--- src/rtl/tpsv_pkg.sv ---
package tpsv_pkg;

  // ****************************************
  // timing
  // ****************************************
  localparam int CLK_PERIOD_NS  = 40;
  localparam int SETTLE_TIME_NS = 120;
  localparam int SETTLE_CYC_INT = (SETTLE_TIME_NS + CLK_PERIOD_NS - 1) / CLK_PERIOD_NS;
  localparam logic [2:0] SETTLE_CYC  = 3'((SETTLE_CYC_INT < 1) ? 1 : SETTLE_CYC_INT);
  localparam logic [2:0] SETTLE_LAST = 3'(SETTLE_CYC - 3'h1);

  // ****************************************
  // register map (byte addresses)
  // ****************************************
  localparam logic [4:0] ADDR_RX_DATA = 5'h00;
  localparam logic [4:0] ADDR_STATUS  = 5'h04;
  localparam logic [4:0] ADDR_CTRL    = 5'h08;
  localparam logic [4:0] ADDR_EVENT   = 5'h0C;
  localparam logic [4:0] ADDR_MASK    = 5'h10;

  localparam int RX_DATA_VALID_POS = 2;
  localparam int DELAYED_STEER_POS = 3;
  localparam int CTRL_IRQ_MODE_POS = 0;
  localparam int CTRL_CALLPROG_POS = 1;
  localparam int EVT_NEW_DATA_POS  = 0;
  localparam int EVT_TONE_END_POS  = 1;

  localparam logic [1:0] CTRL_RST = 2'h0;
  localparam logic [1:0] MASK_RST = 2'h0;
  localparam logic [3:0] CODE_RST = 4'h0;

  // ****************************************
  // types
  // ****************************************
  typedef enum logic [1:0] {
    TPSV_IDLE   = 2'b00,
    TPSV_SETTLE = 2'b01,
    TPSV_VALID  = 2'b10
  } tpsv_state_t;

  typedef struct packed {
    logic [4:0]  address;
    logic        read;
    logic        write;
    logic [31:0] writedata;
  } tpsv_avs_req_t;

  typedef struct packed {
    logic       valid;
    logic [1:0] low_idx;
    logic [1:0] high_idx;
  } tpsv_tone_t;

endpackage : tpsv_pkg

--- src/rtl/tpsv_top.sv ---
// The register addresses and the Avalon-MM register port are this design's own decisions.
`timescale 1ns/1ns
module tpsv_top
  import tpsv_pkg::*;
(
  input  wire logic          mclk,
  input  wire logic          arst_n,
  input  wire tpsv_avs_req_t avs_req,
  output logic [31:0]        avs_readdata,
  output logic               avs_waitrequest,
  input  wire tpsv_tone_t    tone,
  input  wire logic          callprog_square_in,
  output logic               early_steer,
  input  wire logic          steer_level_in,
  output logic               guard_time_drive,
  output logic               guard_time_oe,
  output logic               irq_callprog_o,
  output logic               irq_callprog_oe,
  output logic               irq
);

  // ****************************************
  // state
  // ****************************************
  typedef struct packed {
    tpsv_state_t state;
    logic [2:0]  cnt;
    logic [3:0]  cap_code;
    logic [3:0]  rx_code;
    logic        rx_valid;
    logic        dsteer;
    logic        early;
    logic        guard;
    logic        guard_oe;
    logic        pin_o;
    logic        pin_oe;
    logic [1:0]  ctrl;
    logic [1:0]  evt;
    logic [1:0]  mask;
    logic        ack;
    logic [31:0] rdata;
  } tpsv_top_st_t;

  tpsv_top_st_t top_reg;
  tpsv_top_st_t top_next;

  logic       steer_sync;
  logic [3:0] enc_code;
  logic       rd_fire;
  logic       wr_fire;
  logic [1:0] evt_set;
  logic [1:0] evt_clr;

  // ****************************************
  // helpers
  // ****************************************
  // two-stage synchroniser
  tpsv_sync u_steer_sync (
    .mclk   (mclk),
    .arst_n (arst_n),
    .d_in   (steer_level_in),
    .q_out  (steer_sync)
  );

  tpsv_code_enc u_code_enc (
    .mclk   (mclk),
    .arst_n (arst_n),
    .tone   (tone),
    .code_q (enc_code)
  );

  function automatic logic [31:0] tpsv_read_mux(input logic [4:0] addr,
                                                input tpsv_top_st_t s);
    logic [31:0] d;
    d = 32'h0000_0000;
    case (addr)
      ADDR_RX_DATA: d[3:0] = s.rx_code;
      ADDR_STATUS: begin
        d[RX_DATA_VALID_POS] = s.rx_valid;
        d[DELAYED_STEER_POS] = ~s.dsteer;
      end
      ADDR_CTRL:  d[1:0] = s.ctrl;
      ADDR_EVENT: d[1:0] = s.evt;
      ADDR_MASK:  d[1:0] = s.mask;
      default:    d = 32'h0000_0000;
    endcase
    return d;
  endfunction : tpsv_read_mux

  // ****************************************
  // next state
  // ****************************************
  always_comb begin
    top_next     = top_reg;
    top_next.ack = 1'b0;
    evt_set      = 2'h0;
    evt_clr      = 2'h0;
    rd_fire      = top_reg.ack & avs_req.read;
    wr_fire      = top_reg.ack & avs_req.write;

    // bus: one wait cycle, read data captured with the request
    if ((avs_req.read | avs_req.write) & ~top_reg.ack) begin
      top_next.ack   = 1'b1;
      top_next.rdata = tpsv_read_mux(avs_req.address, top_reg);
    end
    if (wr_fire) begin
      case (avs_req.address)
        ADDR_CTRL:  top_next.ctrl = avs_req.writedata[1:0];
        ADDR_MASK:  top_next.mask = avs_req.writedata[1:0];
        ADDR_EVENT: evt_clr       = avs_req.writedata[1:0];
        default:    top_next.ctrl = top_reg.ctrl;
      endcase
    end
    // and with it the receive interrupt
    if (rd_fire && avs_req.address == ADDR_STATUS) begin
      top_next.rx_valid = 1'b0;
    end

    // early steer tracks the signal condition
    // tone-pair detection off in call progress mode
    top_next.early = tone.valid & ~top_reg.ctrl[CTRL_CALLPROG_POS];

    // no registration unless the steer input crosses
    // short dropouts leave the steer input above threshold
    case (top_reg.state)
      TPSV_IDLE: begin
        if (steer_sync && top_reg.early) begin
          top_next.cap_code = enc_code;
          top_next.cnt      = 3'h0;
          top_next.state    = TPSV_SETTLE;
        end
      end
      TPSV_SETTLE: begin
        if (top_reg.cnt == SETTLE_LAST) begin
          top_next.state    = TPSV_VALID;
          top_next.dsteer   = 1'b1;
          // output latch loads on the active transition
          top_next.rx_code  = top_reg.cap_code;
          // a set here overrides the status read clear
          top_next.rx_valid = 1'b1;
          evt_set[EVT_NEW_DATA_POS] = 1'b1;
        end else begin
          top_next.cnt = top_reg.cnt + 3'h1;
        end
      end
      TPSV_VALID: begin
        // release only when the absent guard time has passed
        // receive code left untouched on tone end
        if (!steer_sync) begin
          top_next.state  = TPSV_IDLE;
          top_next.dsteer = 1'b0;
          evt_set[EVT_TONE_END_POS] = 1'b1;
        end
      end
      default: begin
        top_next.state  = TPSV_IDLE;
        top_next.dsteer = 1'b0;
      end
    endcase

    // sticky events, set wins over write-one-to-clear
    top_next.evt = (top_reg.evt & ~evt_clr) | evt_set;

    // guard drive from early steer and steer level
    // held high while early steer and the synchronised steer level both stay high
    top_next.guard    = top_reg.early & steer_sync;
    top_next.guard_oe = 1'b1;

    // shared pin: square wave in call progress mode, open drain irq otherwise
    if (top_reg.ctrl[CTRL_CALLPROG_POS]) begin
      // call progress output only in this mode
      top_next.pin_o  = callprog_square_in;
      top_next.pin_oe = 1'b1;
    end else begin
      // pull low while new delayed steer data is pending and the irq mode bit is set
      top_next.pin_o  = 1'b0;
      top_next.pin_oe = top_reg.ctrl[CTRL_IRQ_MODE_POS] & top_reg.rx_valid;
    end
  end

  always_ff @(posedge mclk or negedge arst_n) begin
    if (!arst_n) begin
      top_reg          <= '0;
      top_reg.state    <= TPSV_IDLE;
      top_reg.cap_code <= CODE_RST;
      top_reg.rx_code  <= CODE_RST;
      top_reg.ctrl     <= CTRL_RST;
      top_reg.mask     <= MASK_RST;
    end else begin
      top_reg <= top_next;
    end
  end

  // ****************************************
  // outputs
  // ****************************************
  assign avs_readdata     = top_reg.rdata;
  assign avs_waitrequest  = (avs_req.read | avs_req.write) & ~top_reg.ack;
  assign early_steer      = top_reg.early;
  assign guard_time_drive = top_reg.guard;
  assign guard_time_oe    = top_reg.guard_oe;
  assign irq_callprog_o   = top_reg.pin_o;
  assign irq_callprog_oe  = top_reg.pin_oe;
  assign irq              = |(top_reg.evt & top_reg.mask);
endmodule : tpsv_top

--- src/rtl/tpsv_sync.sv ---
`timescale 1ns/1ns
module tpsv_sync
  import tpsv_pkg::*;
(
  input  wire logic mclk,
  input  wire logic arst_n,
  input  wire logic d_in,
  output logic      q_out
);

  typedef struct packed {
    logic s1;
    logic s2;
  } tpsv_sync_st_t;

  tpsv_sync_st_t sync_reg;
  tpsv_sync_st_t sync_next;

  always_comb begin
    sync_next    = sync_reg;
    sync_next.s1 = d_in;
    sync_next.s2 = sync_reg.s1;
  end

  always_ff @(posedge mclk or negedge arst_n) begin
    if (!arst_n) begin
      sync_reg <= '0;
    end else begin
      sync_reg <= sync_next;
    end
  end

  assign q_out = sync_reg.s2;

endmodule : tpsv_sync

--- src/rtl/tpsv_code_enc.sv ---
`timescale 1ns/1ns
module tpsv_code_enc
  import tpsv_pkg::*;
(
  input  wire logic       mclk,
  input  wire logic       arst_n,
  input  wire tpsv_tone_t tone,
  output logic [3:0]      code_q
);

  // row index 0..3 is 697..941 Hz, column index 0..3 is 1209..1633 Hz
  function automatic logic [3:0] tpsv_digit_code(input logic [1:0] lo, input logic [1:0] hi);
    logic [3:0] c;
    c = 4'h0;
    case ({lo, hi})
      4'h0: c = 4'h1;
      4'h1: c = 4'h2;
      4'h2: c = 4'h3;
      4'h3: c = 4'hD;
      4'h4: c = 4'h4;
      4'h5: c = 4'h5;
      4'h6: c = 4'h6;
      4'h7: c = 4'hE;
      4'h8: c = 4'h7;
      4'h9: c = 4'h8;
      4'hA: c = 4'h9;
      4'hB: c = 4'hF;
      4'hC: c = 4'hB;
      4'hD: c = 4'hA;
      4'hE: c = 4'hC;
      default: c = 4'h0;
    endcase
    return c;
  endfunction : tpsv_digit_code

  logic [3:0] code_reg;
  logic [3:0] code_next;

  always_comb begin
    code_next = tpsv_digit_code(tone.low_idx, tone.high_idx);
  end

  always_ff @(posedge mclk or negedge arst_n) begin
    if (!arst_n) begin
      code_reg <= CODE_RST;
    end else begin
      code_reg <= code_next;
    end
  end

  assign code_q = code_reg;

endmodule : tpsv_code_enc

--- config.mk ---
export PLATFORM = sky130hd
export DESIGN_NAME = tpsv_top
export DESIGN_NICKNAME = d
export VERILOG_FILES = /design/src/rtl/tpsv_pkg.sv /design/src/rtl/tpsv_top.sv /design/src/rtl/tpsv_sync.sv /design/src/rtl/tpsv_code_enc.sv
export SDC_FILE = /design/constraint.sdc
export NUM_CORES = 1
export LEC_CHECK = 0
export BUFFER_PORTS_ARGS = -buffer_cell sky130_fd_sc_hd__buf_2
export CORE_ASPECT_RATIO = 0.5
export CORE_MARGIN = 2
export CORE_UTILIZATION = 25
export CTS_CLUSTER_SIZE = 16
export DETAILED_ROUTE_END_ITERATION = 16
export RECOVER_POWER = 100
export REMOVE_ABC_BUFFERS = 1
export SYNTH_ARGS = -nofsm -noshare
export SYNTH_HDL_FRONTEND = slang
export SYNTH_HIERARCHICAL = 1
export SYNTH_SLANG_ARGS = --single-unit
--- constraint.sdc ---
create_clock -name mclk -period 3.43 [get_ports mclk]
set_clock_uncertainty 0.1 [all_clocks]
set_input_delay 0.8575 -clock mclk [delete_from_list [all_inputs] [get_ports mclk]]
set_output_delay 0.8575 -clock mclk [all_outputs]
set_load 0.01 [all_outputs]
# After elaboration in Yosys (flattened, before gate mapping)
# Memory sizes are Yosys's and may differ from the RTL's. A register that Yosys moved wholly into a read port is not among the register bits.
# Cells that the tools add are included.
[classes] n_eq_ne=11 reduce_logical=14 mux=21 addsub=1 n_bitwise=15
[ops] cell="$mux 33" count=1
[ops] cell="$mux 2" count=6
[ops] cell="$eq 5x4->1 const B" count=2
[ops] cell="$mux 9" count=1
[ops] cell="$reduce_and 3->1" count=3
[ops] cell="$ne 2x2->1 const B" count=4
[ops] cell="$pmux 2 s4" count=1
[ops] cell="$reduce_and 2->1" count=4
[ops] cell="$mux 1" count=7
[ops] cell="$and 1x1->1" count=6
[ops] cell="$pmux 2 s3" count=1
[ops] cell="$pmux 3 s2" count=1
[ops] cell="$eq 5x3->1 const B" count=1
[ops] cell="$eq 5x5->1 const B" count=1
[ops] cell="$logic_not 5->1" count=1
[ops] cell="$and 2x2->2" count=2
[ops] cell="$not 1->1" count=4
[ops] cell="$pmux 2 s2" count=1
[ops] cell="$add 3x1->3 const B" count=1
[ops] cell="$eq 3x2->1 const B" count=1
[ops] cell="$mux 3" count=1
[ops] cell="$pmux 1 s3" count=1
[ops] cell="$eq 2x1->1 const B" count=1
[ops] cell="$eq 2x2->1 const B" count=1
[ops] cell="other kinds (8)" count=9
[word_totals] n_memories=1 romBits=64 inputBits=48 word_cells=81 reg_bits=33 out_inout_bits=39
[memory_table] memory="(no name shown)" words=16 word_bits=4 read_ports=1 rd_ports_with_merged_regs=1 wr=0 line="tpsv_code_enc.sv:15" text="case ({lo, hi})"

# Logic depth before layout (Yosys ltp)
# Gate-level depths: netlist of run 1.
[depth] ltp_word=6 ltp_mapped=6 mapped_depth_nobuf=5

# Cells and area by module
# The synthesis of run 1 kept the hierarchy.
[modules_own_cells] mod="tpsv_top" cells_each=147 seq_area_each_um2=775.7 area_per_inst_um2=1669.1 instances=1
[modules_own_cells] mod="tpsv_code_enc" cells_each=24 seq_area_each_um2=100.1 area_per_inst_um2=262.8 instances=1
[modules_own_cells] mod="tpsv_sync" cells_each=2 seq_area_each_um2=50.0 area_per_inst_um2=50.0 instances=1

# Worst setup path after synthesis of run 1
# Ideal clock, no wire load.
[synth_path] kind="input -> output" start="in avs_req[32] (netlist bit)" end="out avs_waitrequest" slack_ps=1135 cell_stages=2 required_ps=2473 path_buffers=0 arrival_ps=1337 path_cell_list="o21bai_1 > inv_1"
[synth_via] elab_chain_cells=2
[synth_rtl] item="start, declared" line="tpsv_top.sv:8" text="input wire tpsv_avs_req_t avs_req,"
[synth_rtl] item="$or 1x1->1" line="tpsv_top.sv:198" text="assign avs_waitrequest = (avs_req.read | avs_req.write) & ~top_reg.ack;"
[synth_rtl] item="$and 1x1->1" line="tpsv_top.sv:198"
[synth_rtl] item="end, declared" line="tpsv_top.sv:10" text="output logic avs_waitrequest,"
# Every way passes these cells.

# Worst setup path after layout of run 1
# Same ends and word-level chain as after synthesis.

==> metrics.txt, run 1 <==
total global routing overflow=0; Routed wire per std cell=11.5 um; DR vias=1,278; setup bufs post-CTS=0; Pleak=0.987 nW; Die Area=0.00870 mm^2; Fin. Hold Viols=0; chip width=130 um; Root Driver=clkbuf_16; critical path type=input port to output port; run status=complete, but fails checks; Final Max Slew Viols=38; asr flop ratio synth=100%; DR pass1 iterations=4; global-route wire length before repair=5.96 mm; nature of the critical path endpoint=output port; Synth Instances=173; yosys synthesis warning count=6; failing checks=max-capacitance violations, max-slew violations; initial antenna violation count=0; unrepaired setup endpoints after global routing=no; Setup TNS=0 ns; Main synth FF type=dfrtp_1; largest net degree at the start of global routing=38; Critical Path Fanout Max=7; number of synthesized flops with an enable pin=0; hold buffer count at CTS=0; Num CTS Buffers=5; count leader, synth=dfrtp_1; peak supply drop=0.000179 V; Synth-to-Final Area Change=10.7%; CTS tree=yes; antenna cells=0; Starting Density=26.4%; Fmax achieved=378 MHz; core area=0.00751 mm^2; non-filler instance count after layout=310; largest cells by area after synthesis=dfrtp_1 47%, buf_4 12%, mux2_2 6.8%; Cell Area, Placed=0.00211 mm^2; Comb pwr share=22.3%; vias in the first global route=1,267; post-route cell area=0.00219 mm^2; pre-CTS setup slack=0.971 ns; Power Internal=974 uW; part of the power in the clock network=31.5%; Period minus WS final=2.65 ns; register area share after synthesis=46.7%; Seq pwr share=46.2%; final worst slack=0.782 ns; Hold WC Path Type=flop to flop; Detailed Route Iter0 Violations=32; post_cts resized=0; clock sink count=37; critical path arrival=1.69 ns; DP Wirelength=2.65 mm; Req. time, crit path=2.47 ns; Total GRT Usage=9.04%; Switching Fraction=30.3%; max FFs per register=22; layout cell share with drive strength beyond 1=17.3%; Remaining DRCs=0; CTS Buffer Depth=2; die height=67.0 um; CP Launch Type=input port; max-cap viol count=1; I/O Buffers=28; Clk Latency, worst-skew pair=0.28 ns; relative max-transition margin=-29.3%; row cnt=22; pwr/cell area=637 mW/mm^2; H-tree depth=2; IO Count=87; Cell Area, Synth=0.00198 mm^2; Synth area leader=dfrtp_1; post-route ant nets=0; Switch Pwr=423 uW; Post-synth top cells=37 x dfrtp_1, 32 x buf_4, 12 x mux2_2; Avg Cell Area, Syn=11.5 um^2; Final Setup Violations=0; #FFs+latches synth=37; Worst Tran Pin Value=1.94 ns; placed cells=302; Reg clk slew, reported paths=0.05 ns; Vias/cell=4.12; Tcrit/Tclk final=77.2%; GP Congestion=0.793; top cell type's share of synthesized area=46.7%; unique cell type count in the Yosys netlist=43; WL final=3.55 mm; final net count=256
-- area by class of cell --
cell class,instances,area (um^2)
clock buffers,5,125
clock inverters,3,17.5
fillers,793,5320
inverters,8,30.0
multi-input cells,120,835
flip-flops and latches,37,926
well taps,108,135
repair buffers,29,125
-- final timing paths --
kind | from | end | slack [ns] | cells past startpoint
setup / recovery | avs_req[32] | avs_waitrequest | 0.78 | 5
hold / removal | u_steer_sync/sync_next[0]$_DFF_PN0_ | u_steer_sync/q_out$_DFF_PN0_ | 0.25 | 0
setup reg to reg | u_steer_sync/q_out$_DFF_PN0_ | top_reg[53]$_DFFE_PN0N_ | 1.60 | 3
hold reg to reg | u_steer_sync/sync_next[0]$_DFF_PN0_ | u_steer_sync/q_out$_DFF_PN0_ | 0.25 | 0
max in group asynchronous | arst_n | top_reg[53]$_DFFE_PN0N_ | 1.10 | 1
min in group asynchronous | arst_n | guard_time_oe$_DFF_PN0_ | 1.02 | 1
-- stage by stage --
step | hold slack, ns | utilization (%) | power (mW)
6_report | 0.249 | 29.2 | 1.40
5_1_grt | 0.268 | 29.2 | 1.49
4_1_cts | 0.251 | 30.0 | 1.43
3_5_place_dp | 0.239 | 28.1 | 0.982
3_3_place_gp | 0.239 | 28.1 | 0.955
2_1_floorplan | 0.231 | - | 0.866
-- power by group through the flow --
stage	sequential, mW	clock (mW)	combinational, mW
after floorplan	0.628	0	0.238
after global placement	0.646	0	0.309
after detailed placement	0.654	0	0.328
after CTS	0.647	0.454	0.330
after global routing	0.666	0.469	0.357
final	0.645	0.440	0.312
-- per-layer routing --
metal | part of all wire [%] | track usage (%) | wire [um] | up-vias
met5 | 0 | 0 | 0 | -
met4 | 2.2 | 5.24 | 79 | 0
met3 | 4.6 | 2.49 | 163 | 7
met2 | 48 | 15.1 | 1710 | 46
met1 | 45 | 10.6 | 1600 | 622
li1 | - | - | - | 603
-- cells by family after synthesis --
logic type / share of synthesized area [%]
xor+xnor: 0.442
mux: 11.4
fa+ha+maj: 4.42
compound gates: 9.85
simple gates: 12.5
other cells: 0.379
flops: 46.7
buf+inv: 14.3
-- layout by cell type (no fill, tap or decap), types with 3 or more instances in the layout --
master	n
o21ai_0	8
nand2_1	6
clkbuf_16	5
dfrtp_1	37
a32oi_1	3
a21oi_1	3
nor2b_1	3
mux2i_1	6
mux2_2	12
inv_1	8
clkbuf_1	16
nand4_1	3
conb_1	29
nor3b_1	3
buf_2	13
ha_1	7
nand3_1	4
nor2_1	3
-- worst max-delay path, cell delays in order --
cell and delay, ns:
buf_2 0.12, o21bai_1 0.13, clkbuf_1 0.27, inv_1 0.15, clkbuf_1 0.16
(Power assumes the default switching activity.)
==> run 2, diff against run 1 <==
==> constraint.sdc (replaced) <==
create_clock -name mclk -period 2.7 [get_ports mclk]
set_clock_uncertainty 0.1 [all_clocks]
set_input_delay 0.675 -clock mclk [delete_from_list [all_inputs] [get_ports mclk]]
set_output_delay 0.675 -clock mclk [all_outputs]
set_load 0.01 [all_outputs]
==> run 2 against run 1 <==
Effect of this change: largest cell class unchanged; worst setup slack lost 0.37 ns; sequential power grew 27%; clock power grew 28%; worst hold slack lost 0.0012 ns; register-to-register slack lost 0.73 ns; critical path depth is the same; first-iteration DRC count grew to 3.2 times the previous value; the flow now finishes without violations; wire length shrank 0.68%; via count grew 0.31%; sequential share of layout area is essentially flat; non-clock buffer count is the same; power grew 27%.
==> metrics.txt, run 2 (synthesis results as in run 1) <==
Tcrit/Tclk final=84.7%; FF-to-FF path depth=3 (unchanged); Vias/cell=4.15 (was 4.12); Reg clk slew, reported paths=0.05 ns (about the same); critical path arrival=1.51 ns (was 1.69 ns); IO Count=87 (unchanged); relative max-transition margin=45.8% (was -29.3%); H-tree depth=2 (unchanged); DR pass1 iterations=4 (unchanged); Comb pwr share=22.2% (was 22.3%); pre-CTS setup slack=0.603 ns (was 0.971 ns); total global routing overflow=0 (unchanged); DP Wirelength=2.66 mm (was 2.65 mm); Design Power=1.78 mW (was 1.40 mW); Num CTS Buffers=5 (unchanged); Power Internal=1.26 mW (was 974 uW); min-delay src=u_steer_sync/sync_next[0]$_DFF_PN0_ (unchanged); global-route wire length before repair=6.06 mm (was 5.96 mm); row cnt=22 (unchanged); Final Max Slew Viols=0 (was 38); Pleak=0.990 nW (was 0.987 nW); Setup TNS=0 ns (unchanged); most frequent cells in the layout=37 x dfrtp_1, 29 x conb_1, 16 x clkbuf_1 (unchanged); Synth-to-Final Area Change=10.7% (about the same); CTS Buffer Depth=2 (unchanged); Root Driver=clkbuf_16 (unchanged); Routed wire per std cell=11.4 um (was 11.5 um); peak supply drop=0.000249 V (was 0.000179 V); Clk Latency, worst-skew pair=0.28 ns (about the same); pwr/cell area=810 mW/mm^2 (was 637 mW/mm^2); nature of the critical path endpoint=output port (unchanged); Die Area=0.00870 mm^2 (unchanged); Switch Pwr=517 uW (was 423 uW); layout cell share with drive strength beyond 1=16.9% (was 17.3%); final worst slack=0.412 ns (was 0.782 ns); Worst Tran Pin Value=0.813 ns (was 1.94 ns); DR vias=1,282 (was 1,278); Critical Path Fanout Max=7 (unchanged); Detailed Route Iter0 Violations=101 (was 32); post-route ant nets=0 (unchanged); setup bufs post-CTS=0 (unchanged); clock sink count=37 (unchanged); part of the power in the clock network=31.8% (was 31.5%); Period minus WS final=2.29 ns; chip width=130 um (unchanged); Hold Crit Depth=0 (unchanged); critical path type=input port to output port (unchanged); Switching Fraction=29.1% (was 30.3%); die height=67.0 um (unchanged); Worst R2R End=top_reg[50]$_DFFE_PN0N_ (was top_reg[53]$_DFFE_PN0N_); Fin. Hold Viols=0 (unchanged); max FFs per register=22 (unchanged); hold endpoint=u_steer_sync/q_out$_DFF_PN0_ (unchanged); Fmax achieved=437 MHz; WL final=3.53 mm (was 3.55 mm); max-cap viol count=0 (was 1); commonest non-fill, non-tap cell in the layout=dfrtp_1 (unchanged); Remaining DRCs=0 (unchanged); Starting Density=26.4% (unchanged); antenna cells=0 (unchanged); final net count=256 (unchanged); Hold WC Path Type=flop to flop (unchanged); r2r setup slk=0.87 ns (was 1.60 ns); core area=0.00751 mm^2 (unchanged); Seq pwr share=46.1% (was 46.2%); CP Launch Type=input port (unchanged); run status=completed (was complete, but fails checks); I/O Buffers=28 (unchanged); largest net degree at the start of global routing=38 (unchanged); reg2reg start=u_steer_sync/q_out$_DFF_PN0_ (unchanged); initial antenna violation count=0 (unchanged); CTS tree=yes (unchanged); post_cts resized=0 (unchanged); GP Congestion=0.790 (was 0.793); Total GRT Usage=9.17% (was 9.04%); Final Setup Violations=0 (unchanged); hold buffer count at CTS=0 (unchanged); unrepaired setup endpoints after global routing=no (unchanged); vias in the first global route=1,264 (was 1,267); Req. time, crit path=1.92 ns (was 2.47 ns)
[run 2: cell types whose count changed in the layout (fill, tap and decap cells not counted), sizes merged]
cell      before  now
clkinvlp       1    0
buf           13   14
clkbuf        21   22
clkinv         2    0
[run 2: worst max-delay path, cell delays in order]
cell and delay, ns:
clkbuf_1 0.11, o21bai_1 0.14, clkbuf_1 0.29, inv_1 0.15, clkbuf_1 0.15
[run 2: through the flow]
stage                     cells  instance area [um^2]  hold slack [ns]  utilization, %
after floorplan             165                  1830            0.231               -
after detailed placement    302                  2110            0.239            28.1
after CTS                   309                  2250            0.254            30.0
after global placement      302                  2110            0.239            28.1
final                       309                  2190            0.247            29.2
after global routing        309                  2190            0.262            29.2
[run 2: per-layer routing]
metal	GRT usage [%]	vias up	wire (um)
li1	-	606	-
met1	11.4	627	1580
met2	14.4	42	1680
met3	2.57	7	196
met4	5.24	0	68
met5	0	-	0
[run 2: worst max-delay path by stage]
stage	startpoint	to	slack, ns	cells after the start
finish	avs_req[32]	avs_waitrequest	0.41	5
global route	avs_req[32]	avs_waitrequest	0.30	5
CTS	avs_req[32]	avs_waitrequest	0.60	5
detailed placement	avs_req[32]	avs_waitrequest	0.60	5
global placement	avs_req[32]	avs_waitrequest	0.61	5
floorplan	avs_req[32]	avs_waitrequest	0.77	2
[run 2: layout make-up]
cell class	count	area (um^2)
sequential	37	926
clock buffer	7	143
inverter	8	30.0
tap	108	135
fill	794	5320
multi-input combinational	120	835
timing repair buffer	29	126
[run 2: power by group through the flow]
stage / clock network (mW) / logic, mW / registers [mW]
floorplan: 0 / 0.302 / 0.798
global placement: 0 / 0.393 / 0.822
CTS: 0.578 / 0.414 / 0.823
global route: 0.611 / 0.450 / 0.842
detailed placement: 0 / 0.411 / 0.833
finish: 0.565 / 0.394 / 0.819
==> run 3, diff against run 2 <==
==> constraint.sdc (replaced) <==
create_clock -name mclk -period 2.05 [get_ports mclk]
set_clock_uncertainty 0.1 [all_clocks]
set_input_delay 0.5125 -clock mclk [delete_from_list [all_inputs] [get_ports mclk]]
set_output_delay 0.5125 -clock mclk [all_outputs]
set_load 0.01 [all_outputs]
==> run 3 against run 2 <==
Effect of this change: power increased by 47%; flip-flop and latch count unchanged; sequential share of layout area decreased by 1.3 points; non-clock buffer count increased by 1; cell count increased by 0.65%; sequential power increased by 32%; critical path depth decreased by 1; worst setup slack got worse by 0.25 ns; via count increased by 1.3%; utilization increased by 0.90 points; combinational power increased by 35%; critical path type is now input port to flop; largest power group unchanged; highest routed layer unchanged.
==> metrics.txt, run 3 (synthesis results as in run 1) <==
cell family with most CP delay=simple AND/OR/NAND/NOR gates (was buffers and inverters); Worst Path Buf+Inv=1 (was 4); Worst R2R End=top_reg[47]$_DFFE_PN0P_ (was top_reg[50]$_DFFE_PN0N_); run status=completed (unchanged); DR pass1 iterations=4 (unchanged); DP Wirelength=2.74 mm (was 2.66 mm); Final Setup Violations=0 (unchanged); die height=67.0 um (unchanged); peak supply drop=0.000372 V (was 0.000249 V); Levels on crit path=4 (was 5); Final Max Slew Viols=0 (unchanged); Tcrit/Tclk final=92.1%; critical path's slowest cell=nor4b_1 (was clkbuf_1); Met1 Wirelength=1.59 mm (was 1.58 mm); Comb pwr share=20.4% (was 22.2%); DR vias=1,299 (was 1,282); final worst slack=0.161 ns (was 0.412 ns); row cnt=22 (unchanged); I/O Buffers=28 (unchanged); Fill cells=791 (was 794); worst hold slack=0.239 ns (was 0.247 ns); Period minus WS final=1.89 ns; hold endpoint=u_steer_sync/sync_next[0]$_DFF_PN0_ (was u_steer_sync/q_out$_DFF_PN0_); FF-to-FF path depth=4 (was 3); Remaining DRCs=0 (unchanged); Switch Pwr=723 uW (was 517 uW); nature of the critical path endpoint=flop (was output port); Vias/cell=4.18 (was 4.15); CP Launch Type=input port (unchanged); Switching Fraction=27.7% (was 29.1%); Starting Density=26.4% (unchanged); vias in the first global route=1,231 (was 1,264); Setup TNS=0 ns (unchanged); min-delay src=steer_level_in (was u_steer_sync/sync_next[0]$_DFF_PN0_); Req. time, crit path=2.12 ns (was 1.92 ns); final net count=257 (was 256); pwr/cell area=1150 mW/mm^2 (was 810 mW/mm^2); Power Internal=1.89 mW (was 1.26 mW); Fin. Hold Viols=0 (unchanged); WL met2=1.73 mm (was 1.68 mm); r2r setup slk=0.29 ns (was 0.87 ns); crit path cell chain=clkbuf_1 -> nor4b_1 -> and4b_4 -> mux2_4 (was clkbuf_1 -> o21bai_1 -> clkbuf_1 -> inv_1 -> clkbuf_1); unrepaired setup endpoints after global routing=no (unchanged); Hold Crit Depth=1 (was 0); relative max-transition margin=32.1% (was 45.8%); post_cts resized=0 (unchanged); Total GRT Usage=8.89% (was 9.17%); layout cell share with drive strength beyond 1=19.7% (was 16.9%); initial antenna violation count=0 (unchanged); Clk Latency, worst-skew pair=0.28 ns (about the same); setup bufs post-CTS=0 (unchanged); critical path type=input port to flop (was input port to output port); max-cap viol count=0 (unchanged); largest net degree at the start of global routing=21 (was 38); max FFs per register=22 (unchanged); reg2reg start=top_reg[54]$_DFFE_PN0P_ (was u_steer_sync/q_out$_DFF_PN0_); post-route ant nets=0 (unchanged); Die Area=0.00870 mm^2 (unchanged); Worst Tran Pin Value=1.02 ns (was 0.813 ns); GP Congestion=0.755 (was 0.790); IO Count=87 (unchanged); Root Driver=clkbuf_16 (unchanged); Synth-to-Final Area Change=14.1% (was 10.7%); Detailed Route Iter0 Violations=67 (was 101); Fmax achieved=529 MHz; most frequent cells in the layout=37 x dfrtp_1, 29 x conb_1, 15 x clkbuf_1 (was 37 x dfrtp_1, 29 x conb_1, 16 x clkbuf_1); part of the power in the clock network=38.1% (was 31.8%); Critical Path Max Stage Delay=0.67 ns (was 0.29 ns); antenna cells=0 (unchanged); chip width=130 um (unchanged); H-tree depth=2 (unchanged); commonest non-fill, non-tap cell in the layout=dfrtp_1 (unchanged); critical path arrival=1.95 ns (was 1.51 ns); CTS Buffer Depth=2 (unchanged); total global routing overflow=0 (unchanged); Pleak=1.02 nW (was 0.990 nW); metal3 WL=191 um (was 196 um); Reg clk slew, reported paths=0.06 ns (was 0.05 ns); Routed wire per std cell=11.6 um (was 11.4 um); Seq pwr share=41.5% (was 46.1%); Num CTS Buffers=5 (unchanged); pre-CTS setup slack=0.215 ns (was 0.603 ns); global-route wire length before repair=5.73 mm (was 6.06 mm); Critical Path Fanout Max=4 (was 7); CTS tree=yes (unchanged); core area=0.00751 mm^2 (unchanged); WL final=3.61 mm (was 3.53 mm); hold buffer count at CTS=0 (unchanged); Hold WC Path Type=input port to flop (was flop to flop); clock sink count=37 (unchanged); Max Used Layer=met4 (unchanged)
[run 3: worst max path at each step]
stage	slack, ns	start	to
after global routing	0.13	avs_req[38]	top_reg[38]$_DFFE_PN0P_
after global placement	0.23	avs_req[38]	top_reg[38]$_DFFE_PN0P_
final	0.16	avs_req[38]	top_reg[38]$_DFFE_PN0P_
after detailed placement	0.21	avs_req[38]	top_reg[37]$_DFFE_PN0P_
after CTS	0.28	top_reg[32]$_DFF_PN0_	avs_waitrequest
after floorplan	0.43	avs_req[38]	top_reg[37]$_DFFE_PN0P_
[run 3: stage by stage]
stage / cells / utilization [%] / cell area (um^2) / power [mW]
floorplan: 165 / - / 1830 / 1.45
global placement: 303 / 28.4 / 2130 / 1.60
detailed placement: 303 / 28.4 / 2130 / 1.65
CTS: 311 / 30.9 / 2320 / 2.66
global route: 311 / 30.1 / 2260 / 2.75
finish: 311 / 30.1 / 2260 / 2.61
[run 3: power groups by stage]
| stage | Combinational [mW] | Sequential [mW] | Clock, mW |
|---|---|---|---|
| after floorplan | 0.398 | 1.05 | 0 |
| after global placement | 0.522 | 1.08 | 0 |
| after detailed placement | 0.556 | 1.10 | 0 |
| after CTS | 0.556 | 1.08 | 1.02 |
| after global routing | 0.595 | 1.11 | 1.05 |
| final | 0.532 | 1.08 | 0.994 |
[run 3: layout make-up]
| cell class | instances | area [um^2] | share of cell area, % |
|---|---|---|---|
| Tap cell | 108 | 135 | 5.97 |
| Clock inverter | 3 | 65.1 | 2.88 |
| Inverter | 8 | 30.0 | 1.33 |
| Multi-Input combinational cell | 120 | 847 | 37.4 |
| Sequential cell | 37 | 926 | 40.9 |
| Clock buffer | 5 | 125 | 5.53 |
| Timing Repair Buffer | 30 | 134 | 5.92 |
[run 3: per-layer routing]
layer,vias to the layer above,GRT usage (%)
met1,633,9.99
met2,53,15.2
li1,603,-
met3,10,2.57
met4,0,5.38
met5,-,0
[run 3: worst reg2reg max path, cell delays in order, from the launching register on]
cell,delay [ns]
dfrtp_1,0.42
inv_1,0.08
ha_1,0.19
and4bb_1,0.48
mux2_2,0.39
